### src/hw/lsco_pkg.sv
// constants and types of the line-sensor clock output control block
// Summary of operation
// - three or six states per conversion cycle
// - sync mode: continuous, trigger edge, or none
// - alignment loads the state phase delay
// - bank one enable opens bank one access
// - bank zero enable opens bank zero access
// - clock pattern enable opens pattern programming
// - clock polarity bits invert each clock line
// - group A fixed level one and two
// - group B fixed level one and two
// - first four group B lines OR shift pulses
// - first four group A lines OR shift pulses
// - invert clamp, white marker, line start
// - port3 polarity inverts black marker, and line start from patterns
// - invert each shift pulse output
// - pin select: clock or port, reset port
// - capture start bit enters image capture
// - line start external or from patterns
package lsco_pkg;
   // *****************************************************
   // register offsets
   // *****************************************************
   localparam logic [6:0] OFS_TG_CONTROL    = 7'h50;
   localparam logic [6:0] OFS_TG_MODE       = 7'h51;
   localparam logic [6:0] OFS_STATE_CONTROL = 7'h52;
   localparam logic [6:0] OFS_PATTERN_EN    = 7'h53;
   localparam logic [6:0] OFS_CLK_POLARITY  = 7'h54;
   localparam logic [6:0] OFS_GROUP_A_FIX   = 7'h55;
   localparam logic [6:0] OFS_GROUP_B_FIX   = 7'h56;
   localparam logic [6:0] OFS_OR_SELECT     = 7'h57;
   localparam logic [6:0] OFS_OUT_POLARITY  = 7'h58;
   localparam logic [6:0] OFS_PIN_SELECT    = 7'h59;
   localparam int         NUM_REGS          = 10;
   // *****************************************************
   // writable bits and reset values, in offset order
   // *****************************************************
   localparam logic [15:0] REG_MASK [0:NUM_REGS-1] = '{
      16'h0001, 16'h0100, 16'h01cf, 16'h0007, 16'h1f1f,
      16'h1f1f, 16'h1f1f, 16'h0f0f, 16'hf1ff, 16'h1f1f};
   localparam logic [15:0] REG_RESET [0:NUM_REGS-1] = '{
      16'h0000, 16'h0000, 16'h0000, 16'h0000, 16'h0000,
      16'h0000, 16'h0000, 16'h0000, 16'h0000, 16'h1f1f};
   // *****************************************************
   // field positions
   // *****************************************************
   localparam int BIT_CAPTURE_START = 0;
   localparam int BIT_LINE_EXT_SEL  = 8;
   localparam int BIT_STATES_SEL    = 8;
   localparam int LSB_SYNC_MODE     = 6;
   localparam int LSB_PHASE_DELAY   = 0;
   localparam int BIT_CLK_PAT_EN    = 0;
   localparam int BIT_BANK0_EN      = 1;
   localparam int BIT_BANK1_EN      = 2;
   localparam int BIT_CLAMP_POL     = 15;
   localparam int BIT_WHITE_POL     = 14;
   localparam int BIT_LINE_POL      = 13;
   localparam int BIT_PORT3_POL     = 12;
   // *****************************************************
   // state counts and serial frame
   // *****************************************************
   localparam logic [2:0] STATES_THREE = 3'h3;
   localparam logic [2:0] STATES_SIX   = 3'h6;
   localparam logic [4:0] HDR_LAST_BIT = 5'h07;
   localparam logic [4:0] FRAME_LAST   = 5'h17;
   localparam logic [4:0] FRAME_BITS   = 5'h18;
   typedef enum logic [1:0] {
      LSCO_SYNC_CONT = 2'b00,
      LSCO_SYNC_OFF1 = 2'b01,
      LSCO_SYNC_TRIG = 2'b10,
      LSCO_SYNC_NONE = 2'b11
   } lsco_sync_e;
endpackage

### src/hw/lsco_pin_sync.sv
// three-stage pin synchroniser with agreement filter
`timescale 1ns/1ps
`default_nettype none
module lsco_pin_sync
   import lsco_pkg::*;
#(
   parameter int WIDTH = 1
) (
   // clock and reset
   input  wire logic             ref_clk,
   input  wire logic             rst_n,
   // pins and filtered levels
   input  wire logic [WIDTH-1:0] pin_in,
   output logic      [WIDTH-1:0] level
);
   logic [WIDTH-1:0] s1;
   logic [WIDTH-1:0] s2;
   logic [WIDTH-1:0] s3;
   always_ff @(posedge ref_clk or negedge rst_n) begin
      if (!rst_n) begin
         s1 <= '0;
         s2 <= '0;
         s3 <= '0;
      end else begin
         s1 <= pin_in;
         s2 <= s1;
         s3 <= s2;
      end
   end
   always_ff @(posedge ref_clk or negedge rst_n) begin
      if (!rst_n) begin
         level <= '0;
      end else begin
         // a bit moves only where the last two stages agree
         level <= (level & (s2 ^ s3)) | (s3 & ~(s2 ^ s3));
      end
   end
endmodule
`default_nettype wire

### src/hw/lsco_state_seq.sv
// internal state sequencer with alignment modes and phase delay
`timescale 1ns/1ps
`default_nettype none
module lsco_state_seq
   import lsco_pkg::*;
(
   // clock and reset
   input  wire logic       ref_clk,
   input  wire logic       rst_n,
   // alignment events
   input  wire logic       ref_rise,
   input  wire logic       trig_rise,
   // configuration
   input  wire logic       six_states,
   input  wire logic [1:0] sync_mode,
   input  wire logic [3:0] phase_delay,
   // state
   output logic      [2:0] state_index,
   output logic            cycle_start
);
   logic [2:0] last_state;
   logic       align;
   logic [2:0] next_state;
   assign last_state = (six_states ? STATES_SIX : STATES_THREE) - 3'h1;
   always_comb begin
      unique case (lsco_sync_e'(sync_mode))
         LSCO_SYNC_CONT: align = ref_rise;
         LSCO_SYNC_TRIG: align = trig_rise;
         LSCO_SYNC_OFF1: align = 1'b0;
         LSCO_SYNC_NONE: align = 1'b0;
      endcase
      // out-of-range delays fall back to state zero
      if (align && ({1'b0, last_state} >= phase_delay)) begin
         next_state = phase_delay[2:0];
      end else if (align || (state_index >= last_state)) begin
         next_state = 3'h0;
      end else begin
         next_state = state_index + 3'h1;
      end
   end
   always_ff @(posedge ref_clk or negedge rst_n) begin
      if (!rst_n) begin
         state_index <= 3'h0;
      end else begin
         state_index <= next_state;
      end
   end
   assign cycle_start = (state_index == 3'h0);
   // *****************************************************
   // assertions
   // *****************************************************
   a_three_states: assert property (@(posedge ref_clk) disable iff (!rst_n)
      !six_states [*2] |-> state_index <= 3'h2)
      else $error("state beyond three-state range");
   a_state_wrap: assert property (@(posedge ref_clk) disable iff (!rst_n)
      (!align && state_index == last_state) |=> state_index == 3'h0)
      else $error("state did not wrap");
   a_sync_cont: assert property (@(posedge ref_clk) disable iff (!rst_n)
      (sync_mode == 2'b00 && ref_rise && phase_delay <= 4'h2)
      |=> state_index == $past(phase_delay[2:0]))
      else $error("continuous alignment missed");
   a_sync_trig: assert property (@(posedge ref_clk) disable iff (!rst_n)
      (sync_mode == 2'b10 && trig_rise && phase_delay == 4'h1)
      |=> state_index == 3'h1)
      else $error("trigger alignment missed");
   a_sync_none: assert property (@(posedge ref_clk) disable iff (!rst_n)
      (sync_mode[0] && state_index == 3'h0) |=> state_index == 3'h1)
      else $error("alignment while disabled");
   c_six_wrap: cover property (@(posedge ref_clk) disable iff (!rst_n)
      six_states && state_index == 3'h5 ##1 state_index == 3'h0);
   c_trig_align: cover property (@(posedge ref_clk) disable iff (!rst_n)
      sync_mode == 2'b10 && trig_rise);
endmodule
`default_nettype wire

### src/hw/lsco_ctrl.sv
// register bank, serial host port and sensor clock output path
`timescale 1ns/1ps
`default_nettype none
module lsco_ctrl
   import lsco_pkg::*;
(
   // clock and reset
   input  wire logic       ref_clk,
   input  wire logic       rst_n,
   // serial host port
   input  wire logic       host_cs_n,
   input  wire logic       host_sclk,
   input  wire logic       host_sdi,
   output logic            host_sdo,
   output logic            host_sdo_oe,
   // timing inputs from pins
   input  wire logic       conversion_ref_clock,
   input  wire logic       shift_trigger_input,
   input  wire logic       line_start_ext_in,
   // pattern engine signals
   input  wire logic [9:0] clock_pattern,
   input  wire logic [9:0] fixed_one_sel,
   input  wire logic [9:0] fixed_two_sel,
   input  wire logic [8:0] shift_pattern,
   input  wire logic       clamp_pattern,
   input  wire logic       white_pattern,
   input  wire logic       line_start_pattern,
   input  wire logic       black_pattern,
   // general-purpose port drive for clock pins
   input  wire logic [9:0] port_data,
   // state and mode
   output logic      [2:0] state_index,
   output logic            cycle_start,
   output logic            capture_mode,
   output logic            bank1_access_en,
   output logic            bank0_access_en,
   output logic            clock_pattern_access_en,
   output logic      [9:0] pin_port_select,
   // driven outputs
   output logic      [9:0] clock_pin_out,
   output logic      [8:0] shift_pulse_out,
   output logic            clamp_timing_out,
   output logic            white_pixel_marker,
   output logic            line_start_signal,
   output logic            optical_black_marker
);
   // *****************************************************
   // pin synchronisers and edges
   // *****************************************************
   logic [5:0]  pins_f;
   logic        cs_n_f;
   logic        sclk_f;
   logic        sdi_f;
   logic        ref_f;
   logic        trig_f;
   logic        line_ext_f;
   logic        sclk_q;
   logic        ref_q;
   logic        trig_q;
   logic        sclk_rise;
   logic        sclk_fall;
   lsco_pin_sync #(.WIDTH(6)) u_sync (
      .ref_clk (ref_clk),
      .rst_n   (rst_n),
      .pin_in  ({line_start_ext_in, shift_trigger_input,
                 conversion_ref_clock, host_sdi, host_sclk, host_cs_n}),
      .level   (pins_f)
   );
   assign cs_n_f     = pins_f[0];
   assign sclk_f     = pins_f[1];
   assign sdi_f      = pins_f[2];
   assign ref_f      = pins_f[3];
   assign trig_f     = pins_f[4];
   assign line_ext_f = pins_f[5];
   always_ff @(posedge ref_clk or negedge rst_n) begin
      if (!rst_n) begin
         sclk_q <= 1'b0;
         ref_q  <= 1'b0;
         trig_q <= 1'b0;
      end else begin
         sclk_q <= sclk_f;
         ref_q  <= ref_f;
         trig_q <= trig_f;
      end
   end
   assign sclk_rise = sclk_f & ~sclk_q & ~cs_n_f;
   assign sclk_fall = ~sclk_f & sclk_q & ~cs_n_f;
   // *****************************************************
   // address decode
   // *****************************************************
   function automatic logic [4:0] decode(input logic [6:0] a);
      logic [4:0] r;
      r = 5'h00;
      case (a)
         OFS_TG_CONTROL:    r = 5'h10;
         OFS_TG_MODE:       r = 5'h11;
         OFS_STATE_CONTROL: r = 5'h12;
         OFS_PATTERN_EN:    r = 5'h13;
         OFS_CLK_POLARITY:  r = 5'h14;
         OFS_GROUP_A_FIX:   r = 5'h15;
         OFS_GROUP_B_FIX:   r = 5'h16;
         OFS_OR_SELECT:     r = 5'h17;
         OFS_OUT_POLARITY:  r = 5'h18;
         OFS_PIN_SELECT:    r = 5'h19;
         default:           r = 5'h00;
      endcase
      return r;
   endfunction
   // *****************************************************
   // serial frame: read flag, 7-bit address, 16-bit data
   // *****************************************************
   logic [4:0]  bit_cnt;
   logic [22:0] shift_in;
   logic [6:0]  frame_addr;
   logic        frame_read;
   logic [15:0] shift_out;
   logic [15:0] regs [0:NUM_REGS-1];
   logic [4:0]  hdr_dec;
   logic [4:0]  wr_dec;
   logic        wr_commit;
   logic [15:0] wr_data;
   assign hdr_dec   = decode({shift_in[5:0], sdi_f});
   assign wr_dec    = decode(frame_addr);
   assign wr_commit = sclk_rise && bit_cnt == FRAME_LAST && !frame_read;
   assign wr_data   = {shift_in[14:0], sdi_f};
   always_ff @(posedge ref_clk or negedge rst_n) begin
      if (!rst_n) begin
         bit_cnt  <= 5'h00;
         shift_in <= 23'h000000;
      end else if (cs_n_f) begin
         bit_cnt <= 5'h00;
      end else if (sclk_rise && bit_cnt < FRAME_BITS) begin
         bit_cnt  <= bit_cnt + 5'h01;
         shift_in <= {shift_in[21:0], sdi_f};
      end
   end
   always_ff @(posedge ref_clk or negedge rst_n) begin
      if (!rst_n) begin
         frame_addr <= 7'h00;
         frame_read <= 1'b0;
      end else if (cs_n_f) begin
         frame_read <= 1'b0;
      end else if (sclk_rise && bit_cnt == HDR_LAST_BIT) begin
         frame_addr <= {shift_in[5:0], sdi_f};
         frame_read <= shift_in[6];
      end
   end
   // read data loads at the header's last edge, shifts after each sample
   always_ff @(posedge ref_clk or negedge rst_n) begin
      if (!rst_n) begin
         shift_out <= 16'h0000;
      end else if (sclk_rise && bit_cnt == HDR_LAST_BIT) begin
         shift_out <= hdr_dec[4] ? regs[hdr_dec[3:0]] : 16'h0000;
      end else if (sclk_fall && bit_cnt > 5'h08) begin
         shift_out <= {shift_out[14:0], 1'b0};
      end
   end
   always_ff @(posedge ref_clk or negedge rst_n) begin
      if (!rst_n) begin
         host_sdo_oe <= 1'b0;
      end else begin
         host_sdo_oe <= !cs_n_f && frame_read && bit_cnt >= 5'h08;
      end
   end
   assign host_sdo = shift_out[15];
   // *****************************************************
   // register bank
   // *****************************************************
   genvar r;
   for (r = 0; r < NUM_REGS; r++) begin : g_reg
      always_ff @(posedge ref_clk or negedge rst_n) begin
         if (!rst_n) begin
            regs[r] <= REG_RESET[r];
         end else if (wr_commit && wr_dec == (5'h10 + 5'(r))) begin
            regs[r] <= wr_data & REG_MASK[r];
         end
      end
   end
   logic [15:0] st_ctl;
   logic [15:0] pol;
   logic        line_ext_sel;
   assign st_ctl       = regs[2];
   assign pol          = regs[8];
   assign line_ext_sel = regs[1][BIT_LINE_EXT_SEL];
   assign capture_mode            = regs[0][BIT_CAPTURE_START];
   assign bank1_access_en         = regs[3][BIT_BANK1_EN];
   assign bank0_access_en         = regs[3][BIT_BANK0_EN];
   assign clock_pattern_access_en = regs[3][BIT_CLK_PAT_EN];
   assign pin_port_select         = {regs[9][12:8], regs[9][4:0]};
   // *****************************************************
   // internal state sequencer
   // *****************************************************
   lsco_state_seq u_seq (
      .ref_clk     (ref_clk),
      .rst_n       (rst_n),
      .ref_rise    (ref_f & ~ref_q),
      .trig_rise   (trig_f & ~trig_q),
      .six_states  (st_ctl[BIT_STATES_SEL]),
      .sync_mode   (st_ctl[LSB_SYNC_MODE+:2]),
      .phase_delay (st_ctl[LSB_PHASE_DELAY+:4]),
      .state_index (state_index),
      .cycle_start (cycle_start)
   );
   // *****************************************************
   // clock output path: level, OR, polarity, pin mux
   // *****************************************************
   logic [9:0] lv_one;
   logic [9:0] lv_two;
   logic [9:0] or_sel;
   logic [9:0] clk_inv;
   logic [9:0] next_clock;
   logic [9:0] clk_func;
   logic       line_src;
   logic       line_inv;
   assign lv_one  = {regs[6][4:0], regs[5][4:0]};
   assign lv_two  = {regs[6][12:8], regs[5][12:8]};
   assign or_sel  = {1'b0, regs[7][11:8], 1'b0, regs[7][3:0]};
   assign clk_inv = {regs[4][12:8], regs[4][4:0]};
   genvar c;
   for (c = 0; c < 10; c++) begin : g_clk
      logic base;
      logic shift_or;
      assign base = fixed_two_sel[c] ? lv_two[c] :
                    fixed_one_sel[c] ? lv_one[c] : clock_pattern[c];
      // lines a..d and 1..4 merge shift pulses 6..9
      assign shift_or = or_sel[c] & shift_pattern[5 + (c % 5)];
      assign clk_func[c]   = (base | shift_or) ^ clk_inv[c];
      assign next_clock[c] = pin_port_select[c] ? port_data[c]
                                                : clk_func[c];
   end
   assign line_src = line_ext_sel ? line_ext_f : line_start_pattern;
   assign line_inv = pol[BIT_LINE_POL] ^ (pol[BIT_PORT3_POL] & ~line_ext_sel);
   always_ff @(posedge ref_clk or negedge rst_n) begin
      if (!rst_n) begin
         clock_pin_out        <= 10'h000;
         shift_pulse_out      <= 9'h000;
         clamp_timing_out     <= 1'b0;
         white_pixel_marker   <= 1'b0;
         line_start_signal    <= 1'b0;
         optical_black_marker <= 1'b0;
      end else begin
         clock_pin_out        <= next_clock;
         shift_pulse_out      <= shift_pattern ^ pol[8:0];
         clamp_timing_out     <= clamp_pattern ^ pol[BIT_CLAMP_POL];
         white_pixel_marker   <= white_pattern ^ pol[BIT_WHITE_POL];
         line_start_signal    <= line_src ^ line_inv;
         optical_black_marker <= black_pattern ^ pol[BIT_PORT3_POL];
      end
   end
   // *****************************************************
   // assertions
   // *****************************************************
   a_pin_reset_port: assert property (@(posedge ref_clk)
      $rose(rst_n) |-> pin_port_select == 10'h3ff)
      else $error("pins not general-purpose after reset");
   a_clock_path: assert property (@(posedge ref_clk) disable iff (!rst_n)
      1'b1 |=> clock_pin_out == $past(next_clock))
      else $error("clock pin output mismatch");
   a_group_a_or: assert property (@(posedge ref_clk) disable iff (!rst_n)
      (regs[7][0] && shift_pattern[5] && !pin_port_select[0] && !clk_inv[0])
      |=> clock_pin_out[0])
      else $error("group A OR with shift pulse 6 missing");
   a_group_b_or: assert property (@(posedge ref_clk) disable iff (!rst_n)
      (regs[7][11] && shift_pattern[8] && !pin_port_select[8] && !clk_inv[8])
      |=> clock_pin_out[8])
      else $error("group B OR with shift pulse 9 missing");
   a_fixed_two: assert property (@(posedge ref_clk) disable iff (!rst_n)
      (fixed_two_sel[1] && !pin_port_select[1] && !clk_inv[1])
      |=> clock_pin_out[1] == $past(lv_two[1] | (or_sel[1] & shift_pattern[6])))
      else $error("fixed level two not driven");
   a_shift_invert: assert property (@(posedge ref_clk) disable iff (!rst_n)
      1'b1 |=> shift_pulse_out == ($past(shift_pattern) ^ $past(regs[8][8:0])))
      else $error("shift pulse polarity wrong");
   a_clamp_invert: assert property (@(posedge ref_clk) disable iff (!rst_n)
      $past(regs[8][15]) && $past(clamp_pattern) |-> !clamp_timing_out)
      else $error("clamp not inverted");
   a_line_ext: assert property (@(posedge ref_clk) disable iff (!rst_n)
      (line_ext_sel && !pol[13]) |=> line_start_signal == $past(line_ext_f))
      else $error("external line start not followed");
   a_write_mask: assert property (@(posedge ref_clk) disable iff (!rst_n)
      (wr_commit && wr_dec == 5'h13) |=> regs[3] == ($past(wr_data) & 16'h0007))
      else $error("access enable write not stored");
   a_access_en: assert property (@(posedge ref_clk) disable iff (!rst_n)
      (wr_commit && wr_dec == 5'h13) |=> bank0_access_en == $past(wr_data[1]))
      else $error("bank zero enable not applied");
   a_capture: assert property (@(posedge ref_clk) disable iff (!rst_n)
      (wr_commit && wr_dec == 5'h10) |=> capture_mode == $past(wr_data[0]))
      else $error("capture start not applied");
   a_port_select: assert property (@(posedge ref_clk) disable iff (!rst_n)
      pin_port_select[3] |=> clock_pin_out[3] == $past(port_data[3]))
      else $error("port data not on pin");
   a_sdo_idle: assert property (@(posedge ref_clk) disable iff (!rst_n)
      !frame_read |=> !host_sdo_oe)
      else $error("serial output driven outside a read");
   c_write: cover property (@(posedge ref_clk) disable iff (!rst_n)
      wr_commit && wr_dec == 5'h19);
   c_read: cover property (@(posedge ref_clk) disable iff (!rst_n)
      host_sdo_oe && host_sdo);
   c_clock_func: cover property (@(posedge ref_clk) disable iff (!rst_n)
      !pin_port_select[0] && clk_func[0]);
endmodule
`default_nettype wire

### config.mk
export PLATFORM = sky130hd
export DESIGN_NAME = lsco_ctrl
export DESIGN_NICKNAME = d
export VERILOG_FILES = /design/src/hw/lsco_pkg.sv /design/src/hw/lsco_pin_sync.sv /design/src/hw/lsco_state_seq.sv /design/src/hw/lsco_ctrl.sv
export SDC_FILE = /design/constraint.sdc
export NUM_CORES = 1
export LEC_CHECK = 0
export BUFFER_PORTS_ARGS = -buffer_cell sky130_fd_sc_hd__buf_2
export CORE_MARGIN = 1.5
export CORE_UTILIZATION = 50
export CTS_CLUSTER_DIAMETER = 80
export DETAILED_ROUTE_END_ITERATION = 8
export MAX_ROUTING_LAYER = met4
export PLACE_DENSITY = 0.69
export SYNTH_ARGS = -nofsm -noshare
export SYNTH_HDL_FRONTEND = slang
export SYNTH_SLANG_ARGS = --single-unit
### constraint.sdc
create_clock -name ref_clk -period 6 [get_ports ref_clk]
set_input_delay 1.2 -clock ref_clk [delete_from_list [all_inputs] [get_ports ref_clk]]
set_output_delay 1.2 -clock ref_clk [all_outputs]
set_load 0.05 [all_outputs]
==> flow_summary.toml, run 1 <==
[global_route]
global_route.usage.total_pct = 24.1
first_global_vias = 5224
antenna_found_initial = 0
grt_max_degree = 75
grt_remaining_overflow = 0
grt_pass1_wl_um = 28700

[synth]
yosys.area_share.simple_pct = 9.93
synthesis.instances = 630
synth_nets = 701
synth_mux_area_share_pct = 17.7
synth.avg_cell_area_um2 = 12.2
yosysWarnings = 0
dominant_combinational_cell_family_by_area_after_synthesis = "multiplexers"
adder_and_majority_gate_portion_of_the_synthesized_area_pct = 2.42
yosysSeqAreaShare_pct = 56.0
synth_compound_gate_area_share_pct = 7.55
syn-cell-area_um2 = 7660
ys_async_sr_fraction_pct = 100
synth-edff-count = 0
xor_xnor_fraction_of_synth_area_pct = 3.09
synth.distinct_cells = 52
dominantRegCellSynth = "dfrtp_1"
postSynthRegisterBits = 171

[sta]
post_route_worst_setup_slack_ps = 3350
final_hold_viol_count = 0
period_minus_slack_ps = 2650
finalSetupTns_ps = 0
grt_setup_unrepaired = "false"
timing.slew.headroom_pct = 31.5
final.hold.worst_slack_ps = 348
max_slew.worst_pin.slew_ps = 1030
drv_slew = 0
finalCritPeriodShare_pct = 44.2
fin_skew_ps = 8.11
timing.final.setup_violations = 0
max_freq_ghz = 0.377

[pwr]
ir_worst_vdd_mv = 0.210
p_leak_nw = 4.23
total_power_mw = 2.81
power.density_nw_per_um2 = 317

[floorplanning]
design.die.area_um2 = 16100
dieHeight_um = 127
io_pins = 104
start_util_pct = 50.8
core_area_um2 = 15100
placementRows = 45
die_width_um = 127

[clock_network]
cts_max_level = 4
numCtsBuffers = 17
post_cts.repair.setup_buffers = 0
worstSkewPairLatency_ps = 430
clkSlewWorstSetupHoldPaths_ps = 60
clock-root-buffer = "clkbuf_16"
cts_tree = "yes"
postCtsHoldBufs = 0
numClockSinks = 171
maximum_clock_path_buffer_count = 2
post_cts_gate_resize_count = 0

[worst_setup_path]
r2r.worst_path.cells = 5
launching_element_type_of_the_critical_path = "flop"
cp.required_ps = 4800
critPathArrivalTime_ps = 1450
criticalPathCategory = "reg -> out"
worstSetupEndpointType = "output port"
timing.critical_path.fanout_max = 4

[drt]
vias = 5216
final_routed_drc_violation_total = 0
drt_wirelength_um = 17700
vias_per_cell = 5.67
ant_nets = 0
avgRoutedWirePerCell_um = 19.2
detail_route.first_pass.iterations = 5
detail_route.iter0.violations = 427

[placement]
finalWeightedCongestion = 0.930
dp_worst_setup_slack_ps = 3560
dp.cells = 888
detailed_place_hpwl_um = 12100
port_buffers = 103
placed_area_um2 = 8250

[finish]
area_delta_synth_final_pct = 15.6
drive_gt1_share_pct = 34.6
n_fill_cell = 1228
antenna-diode-count = 0
fin_util_pct = 58.7
nNetsFinal = 790
combined_area_of_the_multi_input_logic_cells_um2 = 3120
final_cell_count_no_fill = 920
post-route-cell-area_um2 = 8850
combined_flip_flop_and_latch_cell_area_um2 = 4290

[outcome]
outcome = "completed"

[flow_run]
drv_cap = 0

[hold_path]
hold_class = "reg -> reg"
hold_depth = 0
-- logic make-up (layout without fill, tap and decap cells) --
group                    Yosys count  count (layout)
buffers and inverters             49             151
AO/OA/AOI/OAI                     96              96
XOR/XNOR                          27              27
adder cells (fa/ha/maj)           16              16
multiplexers                     121             121
flip-flops                       171             171
AND/OR/NAND/NOR                  150             150
-- worst max-delay path, cell delays in order, from the launching register on --
cell	delay (ps)
dfrtp_1	410
inv_1	100
ha_1	150
nor2b_1	110
buf_2	260
-- synth_stat cells (4+ instances only) --
library cell  count  area [um^2]
dfrtp_1         161         4030
buf_2             7         35.0
ha_1             10          125
mux2i_1          24          240
nand3b_1          6         45.0
clkbuf_1         16         60.1
inv_1            11         41.3
o21ai_0          44          220
a32oi_1           4         35.0
a22oi_1           8         60.1
mux2_2           93         1050
a21oi_1          15         75.1
nand4_1           6         37.5
maj3_1            6         60.1
nor3_1            4         20.0
buf_4            12         90.1
nand3_1          15         75.1
dfstp_2          10          263
nor2_1           31          116
nor3b_1           4         30.0
a31oi_1           5         31.3
nand2_1          62          233
xor2_1           15          131
xnor2_1          12          105
a221oi_1          4         35.0
-- flip-flops by register name, summed over array words and instances (netlist names), 8 cells and up, named ones only --
name             flops
or_sel               8
lv_two              10
pol                 13
lv_one              10
clock_pin_out       10
clk_inv             10
shift_pulse_out      9
shift_in            15
shift_out           16
pin_port_select     10
-- cell type report --
cell class | count | area share (%)
well taps | 188 | 2.66
inverters | 11 | 0.466
clock buffers | 20 | 4.93
repair buffers | 108 | 6.32
clock inverters | 12 | 1.95
multi-input cells | 410 | 35.2
flip-flops and latches | 171 | 48.5
-- cells in the final DEF, fill, tap and decap left out, types with 3 or more instances in the layout --
master	count
nand3b_1	6
maj3_1	6
clkbuf_1	3
nand4_1	6
inv_1	11
a221oi_1	4
buf_4	5
bufinv_16	4
a22oi_1	8
buf_2	102
ha_1	10
nor3_1	4
xor2_1	15
nor2_1	30
nor3b_2	3
mux2_2	93
dfrtp_1	161
nand2_1	62
a32oi_1	4
o22ai_1	3
xnor2_1	12
a21oi_1	15
a31oi_1	5
o21ai_0	44
clkinvlp_4	5
dfstp_2	10
nor3b_1	4
nand3_1	15
mux2i_1	24
clkbuf_16	17
clkinv_2	3
nand2b_1	3
nor2b_1	3
-- power breakdown --
| group | internal, mW | total (mW) | switching, mW |
|---|---|---|---|
| Combinational | 0.127 | 0.339 | 0.212 |
| Sequential | 1.21 | 1.33 | 0.115 |
| Clock | 0.694 | 1.15 | 0.452 |
| Total | 2.03 | 2.81 | 0.778 |
-- path summary, 6_finish.rpt --
check / slack (ps) / startpoint / end
worst max-delay path: 3350 / u_seq.state_index[0]$_DFF_PN0_ / cycle_start
worst min-delay path: 350 / u_sync.s1[0]$_DFF_PN0_ / u_sync.s2[0]$_DFF_PN0_
worst max register to register: 3500 / shift_in[0]$_DFFE_PN0P_ / shift_out[0]$_DFFE_PN0P_
worst min register to register: 350 / u_sync.s1[0]$_DFF_PN0_ / u_sync.s2[0]$_DFF_PN0_
max in group asynchronous: 4100 / rst_n / shift_out[14]$_DFFE_PN0P_
min in group asynchronous: 670 / rst_n / shift_pulse_out[1]$_DFF_PN0_
-- layer usage --
layer,vias to the layer above,GRT usage (%),routed length (um)
met1,2601,34.1,8270
met5,-,-,0
met2,186,34.8,8070
li1,2397,-,-
met4,0,9.09,385
met3,32,4.39,976
Note: power is estimated with default switching activity, not from simulation.
==> run 2: changes to the inputs <==
--- a/config.mk
+++ b/config.mk
@@ -5,6 +5,7 @@
 export SDC_FILE = /design/constraint.sdc
 export NUM_CORES = 1
 export LEC_CHECK = 0
+export ABC_AREA = 1
 export BUFFER_PORTS_ARGS = -buffer_cell sky130_fd_sc_hd__buf_2
 export CORE_MARGIN = 1.5
 export CORE_UTILIZATION = 50
==> constraint.sdc (replaced) <==
create_clock -name ref_clk -period 2.59 [get_ports ref_clk]
set_input_delay 0.518 -clock ref_clk [delete_from_list [all_inputs] [get_ports ref_clk]]
set_output_delay 0.518 -clock ref_clk [all_outputs]
set_load 0.05 [all_outputs]
==> flow_summary.toml, run 2 <==
[hold_path]
hold_class = "in -> async"

[finish]
flip_flop_count_of_the_largest_register_after_layout = 16
combined_flip_flop_and_latch_cell_area_um2 = 4290
nNetsFinal = 1038
top_register = "shift_out"
area_delta_synth_final_pct = 16.1
drive_gt1_share_pct = 18.2
final_common_cell = "nand2_1"
layout_common_cells = "nand2_1, dfrtp_1, buf_2"
fin_util_pct = 59.3
combined_area_of_the_multi_input_logic_cells_um2 = 2990
n_fill_cell = 1357
post-route-cell-area_um2 = 9020
antenna-diode-count = 0

[drt]
drt_wirelength_um = 19900
vias = 6329
detail_route.iter0.violations = 541
final_routed_drc_violation_total = 0
detail_route.first_pass.iterations = 6
avgRoutedWirePerCell_um = 17.0
ant_nets = 0
vias_per_cell = 5.42

[worst_setup_path]
timing.critical_path.fanout_max = 34
worstSetupEndpointType = "flop"
timing.rr.start = "shift_in[0]$_DFFE_PN0P_"
criticalPathCategory = "reg -> reg"
path_common_cell = "nand2_1"
path_cells = "inv_2 -> nand2_1 -> nand2_2 -> nand3_4 -> clkinv_2 -> nand2_1 -> nand3_1 -> nand2_1 -> nor2_1 -> nand2_1 -> a21oi_1"
launching_element_type_of_the_critical_path = "flop"
cp.required_ps = 2950
critPathLaunch = "shift_in[0]$_DFFE_PN0P_"
slowest_stage = "dfrtp_1"
critPathMaxStageDelay_ps = 480
critPathArrivalTime_ps = 2540

[placement]
port_buffers = 103
detailed_place_hpwl_um = 14500
finalWeightedCongestion = 0.919
placed_area_um2 = 8410

[clock_network]
postCtsHoldBufs = 0
cts_tree = "yes"
clkSlewWorstSetupHoldPaths_ps = 60
post_cts.repair.setup_buffers = 0
worstSkewPairLatency_ps = 430
clock-root-buffer = "clkbuf_16"
post_cts_gate_resize_count = 0
maximum_clock_path_buffer_count = 2
cts_max_level = 4
numCtsBuffers = 17
numClockSinks = 171

[synth]
ys_async_sr_fraction_pct = 100
synth.distinct_cells = 46
synth_nets = 948
xor_xnor_fraction_of_synth_area_pct = 2.82
adder_and_majority_gate_portion_of_the_synthesized_area_pct = 2.38
synth_mux_area_share_pct = 0
dominantRegCellSynth = "dfrtp_1"
ys_top_cells_by_count = "nand2_1, dfrtp_1, o21ai_0"
yosys.area_share.simple_pct = 20.0
synth_compound_gate_area_share_pct = 13.3
yosysWarnings = 0
dominant_combinational_cell_family_by_area_after_synthesis = "simple AND/OR/NAND/NOR gates"
yosysSeqAreaShare_pct = 55.2
synth_top_cell_area_share_pct = 51.9
post-synth-top-count-cell = "nand2_1"
syn-cell-area_um2 = 7770
synthTopCellsByArea = "dfrtp_1, nand2_1, o21ai_0"
synthesis.instances = 877
postSynthRegisterBits = 171
synth-edff-count = 0
synthDominantAreaCellType = "dfrtp_1"
synth.avg_cell_area_um2 = 8.86

[sta]
grt_setup_unrepaired = "false"
timing.final.setup_violations = 0
finalCritPeriodShare_pct = 84.2
period_minus_slack_ps = 2180
final_hold_viol_count = 0
timing.slew.headroom_pct = 48.2
max_slew.worst_pin.slew_ps = 775
fin_skew_ps = 7.58
finalSetupTns_ps = 0
max_freq_ghz = 0.459
final.hold.worst_slack_ps = 55.2
drv_slew = 0

[pwr]
p_leak_nw = 4.16
ir_worst_vdd_mv = 0.436
power.density_nw_per_um2 = 714

[floorplanning]
die_width_um = 128
dieHeight_um = 128
io_pins = 104
start_util_pct = 51.1
design.die.area_um2 = 16300
core_area_um2 = 15200
placementRows = 45

[flow_run]
drv_cap = 0

[global_route]
grt_pass1_wl_um = 31600
grt_max_degree = 61
antenna_found_initial = 0
grt_remaining_overflow = 0
global_route.usage.total_pct = 26.6
first_global_vias = 5783

[outcome]
outcome = "completed"
## run 2: changes by cell type after synthesis, sizes merged, moves of 10 or more
cell | before | now
o21ai | 45 | 150
nor4 | 0 | 10
a21oi | 15 | 36
nand2 | 62 | 244
mux2i | 24 | 0
nand3 | 15 | 32
mux2 | 95 | 0
nor2 | 31 | 49
xnor2 | 12 | 2
inv | 11 | 64
## run 2: final timing paths
kind                                             endpoint  slack, ps  cells past startpoint
max                              shift_out[1]$_DFFE_PN0P_        410                     11
min                                u_sync.s1[0]$_DFF_PN0_         60                      1
max reg2reg                      shift_out[1]$_DFFE_PN0P_        410                     11
min reg2reg                        u_sync.s2[0]$_DFF_PN0_        350                      0
max in group asynchronous  pin_port_select[5]$_DFFE_PN1P_       1770                      2
min in group ref_clk               u_sync.s1[2]$_DFF_PN0_        180                      1
## run 2: layer usage
metal	track usage (%)	wire length [um]	vias to the layer above
li1	-	-	3055
met1	37.9	9280	3006
met2	38.0	8880	237
met3	4.67	1240	31
met4	10.3	471	0
met5	-	0	-
## run 2: cells by family after synthesis
family          Yosys count
flops                   171
xor+xnor                 25
simple gates            357
buf+inv                 109
compound gates          199
fa+ha+maj                16
## run 2: metrics by stage
stage	setup slack, ps	cells	total power, mW
after floorplan	523	877	3.54
after global placement	492	1136	3.88
after detailed placement	454	1136	3.90
after CTS	437	1168	6.49
after global routing	151	1168	6.70
final	410	1168	6.44
## run 2: worst max-delay path: cells and delay by family (launching register included)
kind / cells / cell delay [ps]
buffers and inverters: 2 / 560
AND/OR/NAND/NOR: 8 / 940
AO/OA/AOI/OAI: 1 / 120
flip-flops: 1 / 480
## run 2: report_power, final
group | leakage (nW) | internal, mW | switching (mW)
Sequential | 2.24 | 2.80 | 0.127
Combinational | 1.63 | 0.243 | 0.683
Clock | 0.290 | 1.57 | 1.02
## run 2: layout make-up
cell class / instances / share of cell area (%)
clock buffer: 22 / 5.15
timing repair buffer: 114 / 7.12
inverter: 66 / 2.76
multi-input combinational: 597 / 33.2
sequential: 171 / 47.6
tap: 188 / 2.61
clock inverter: 10 / 1.57
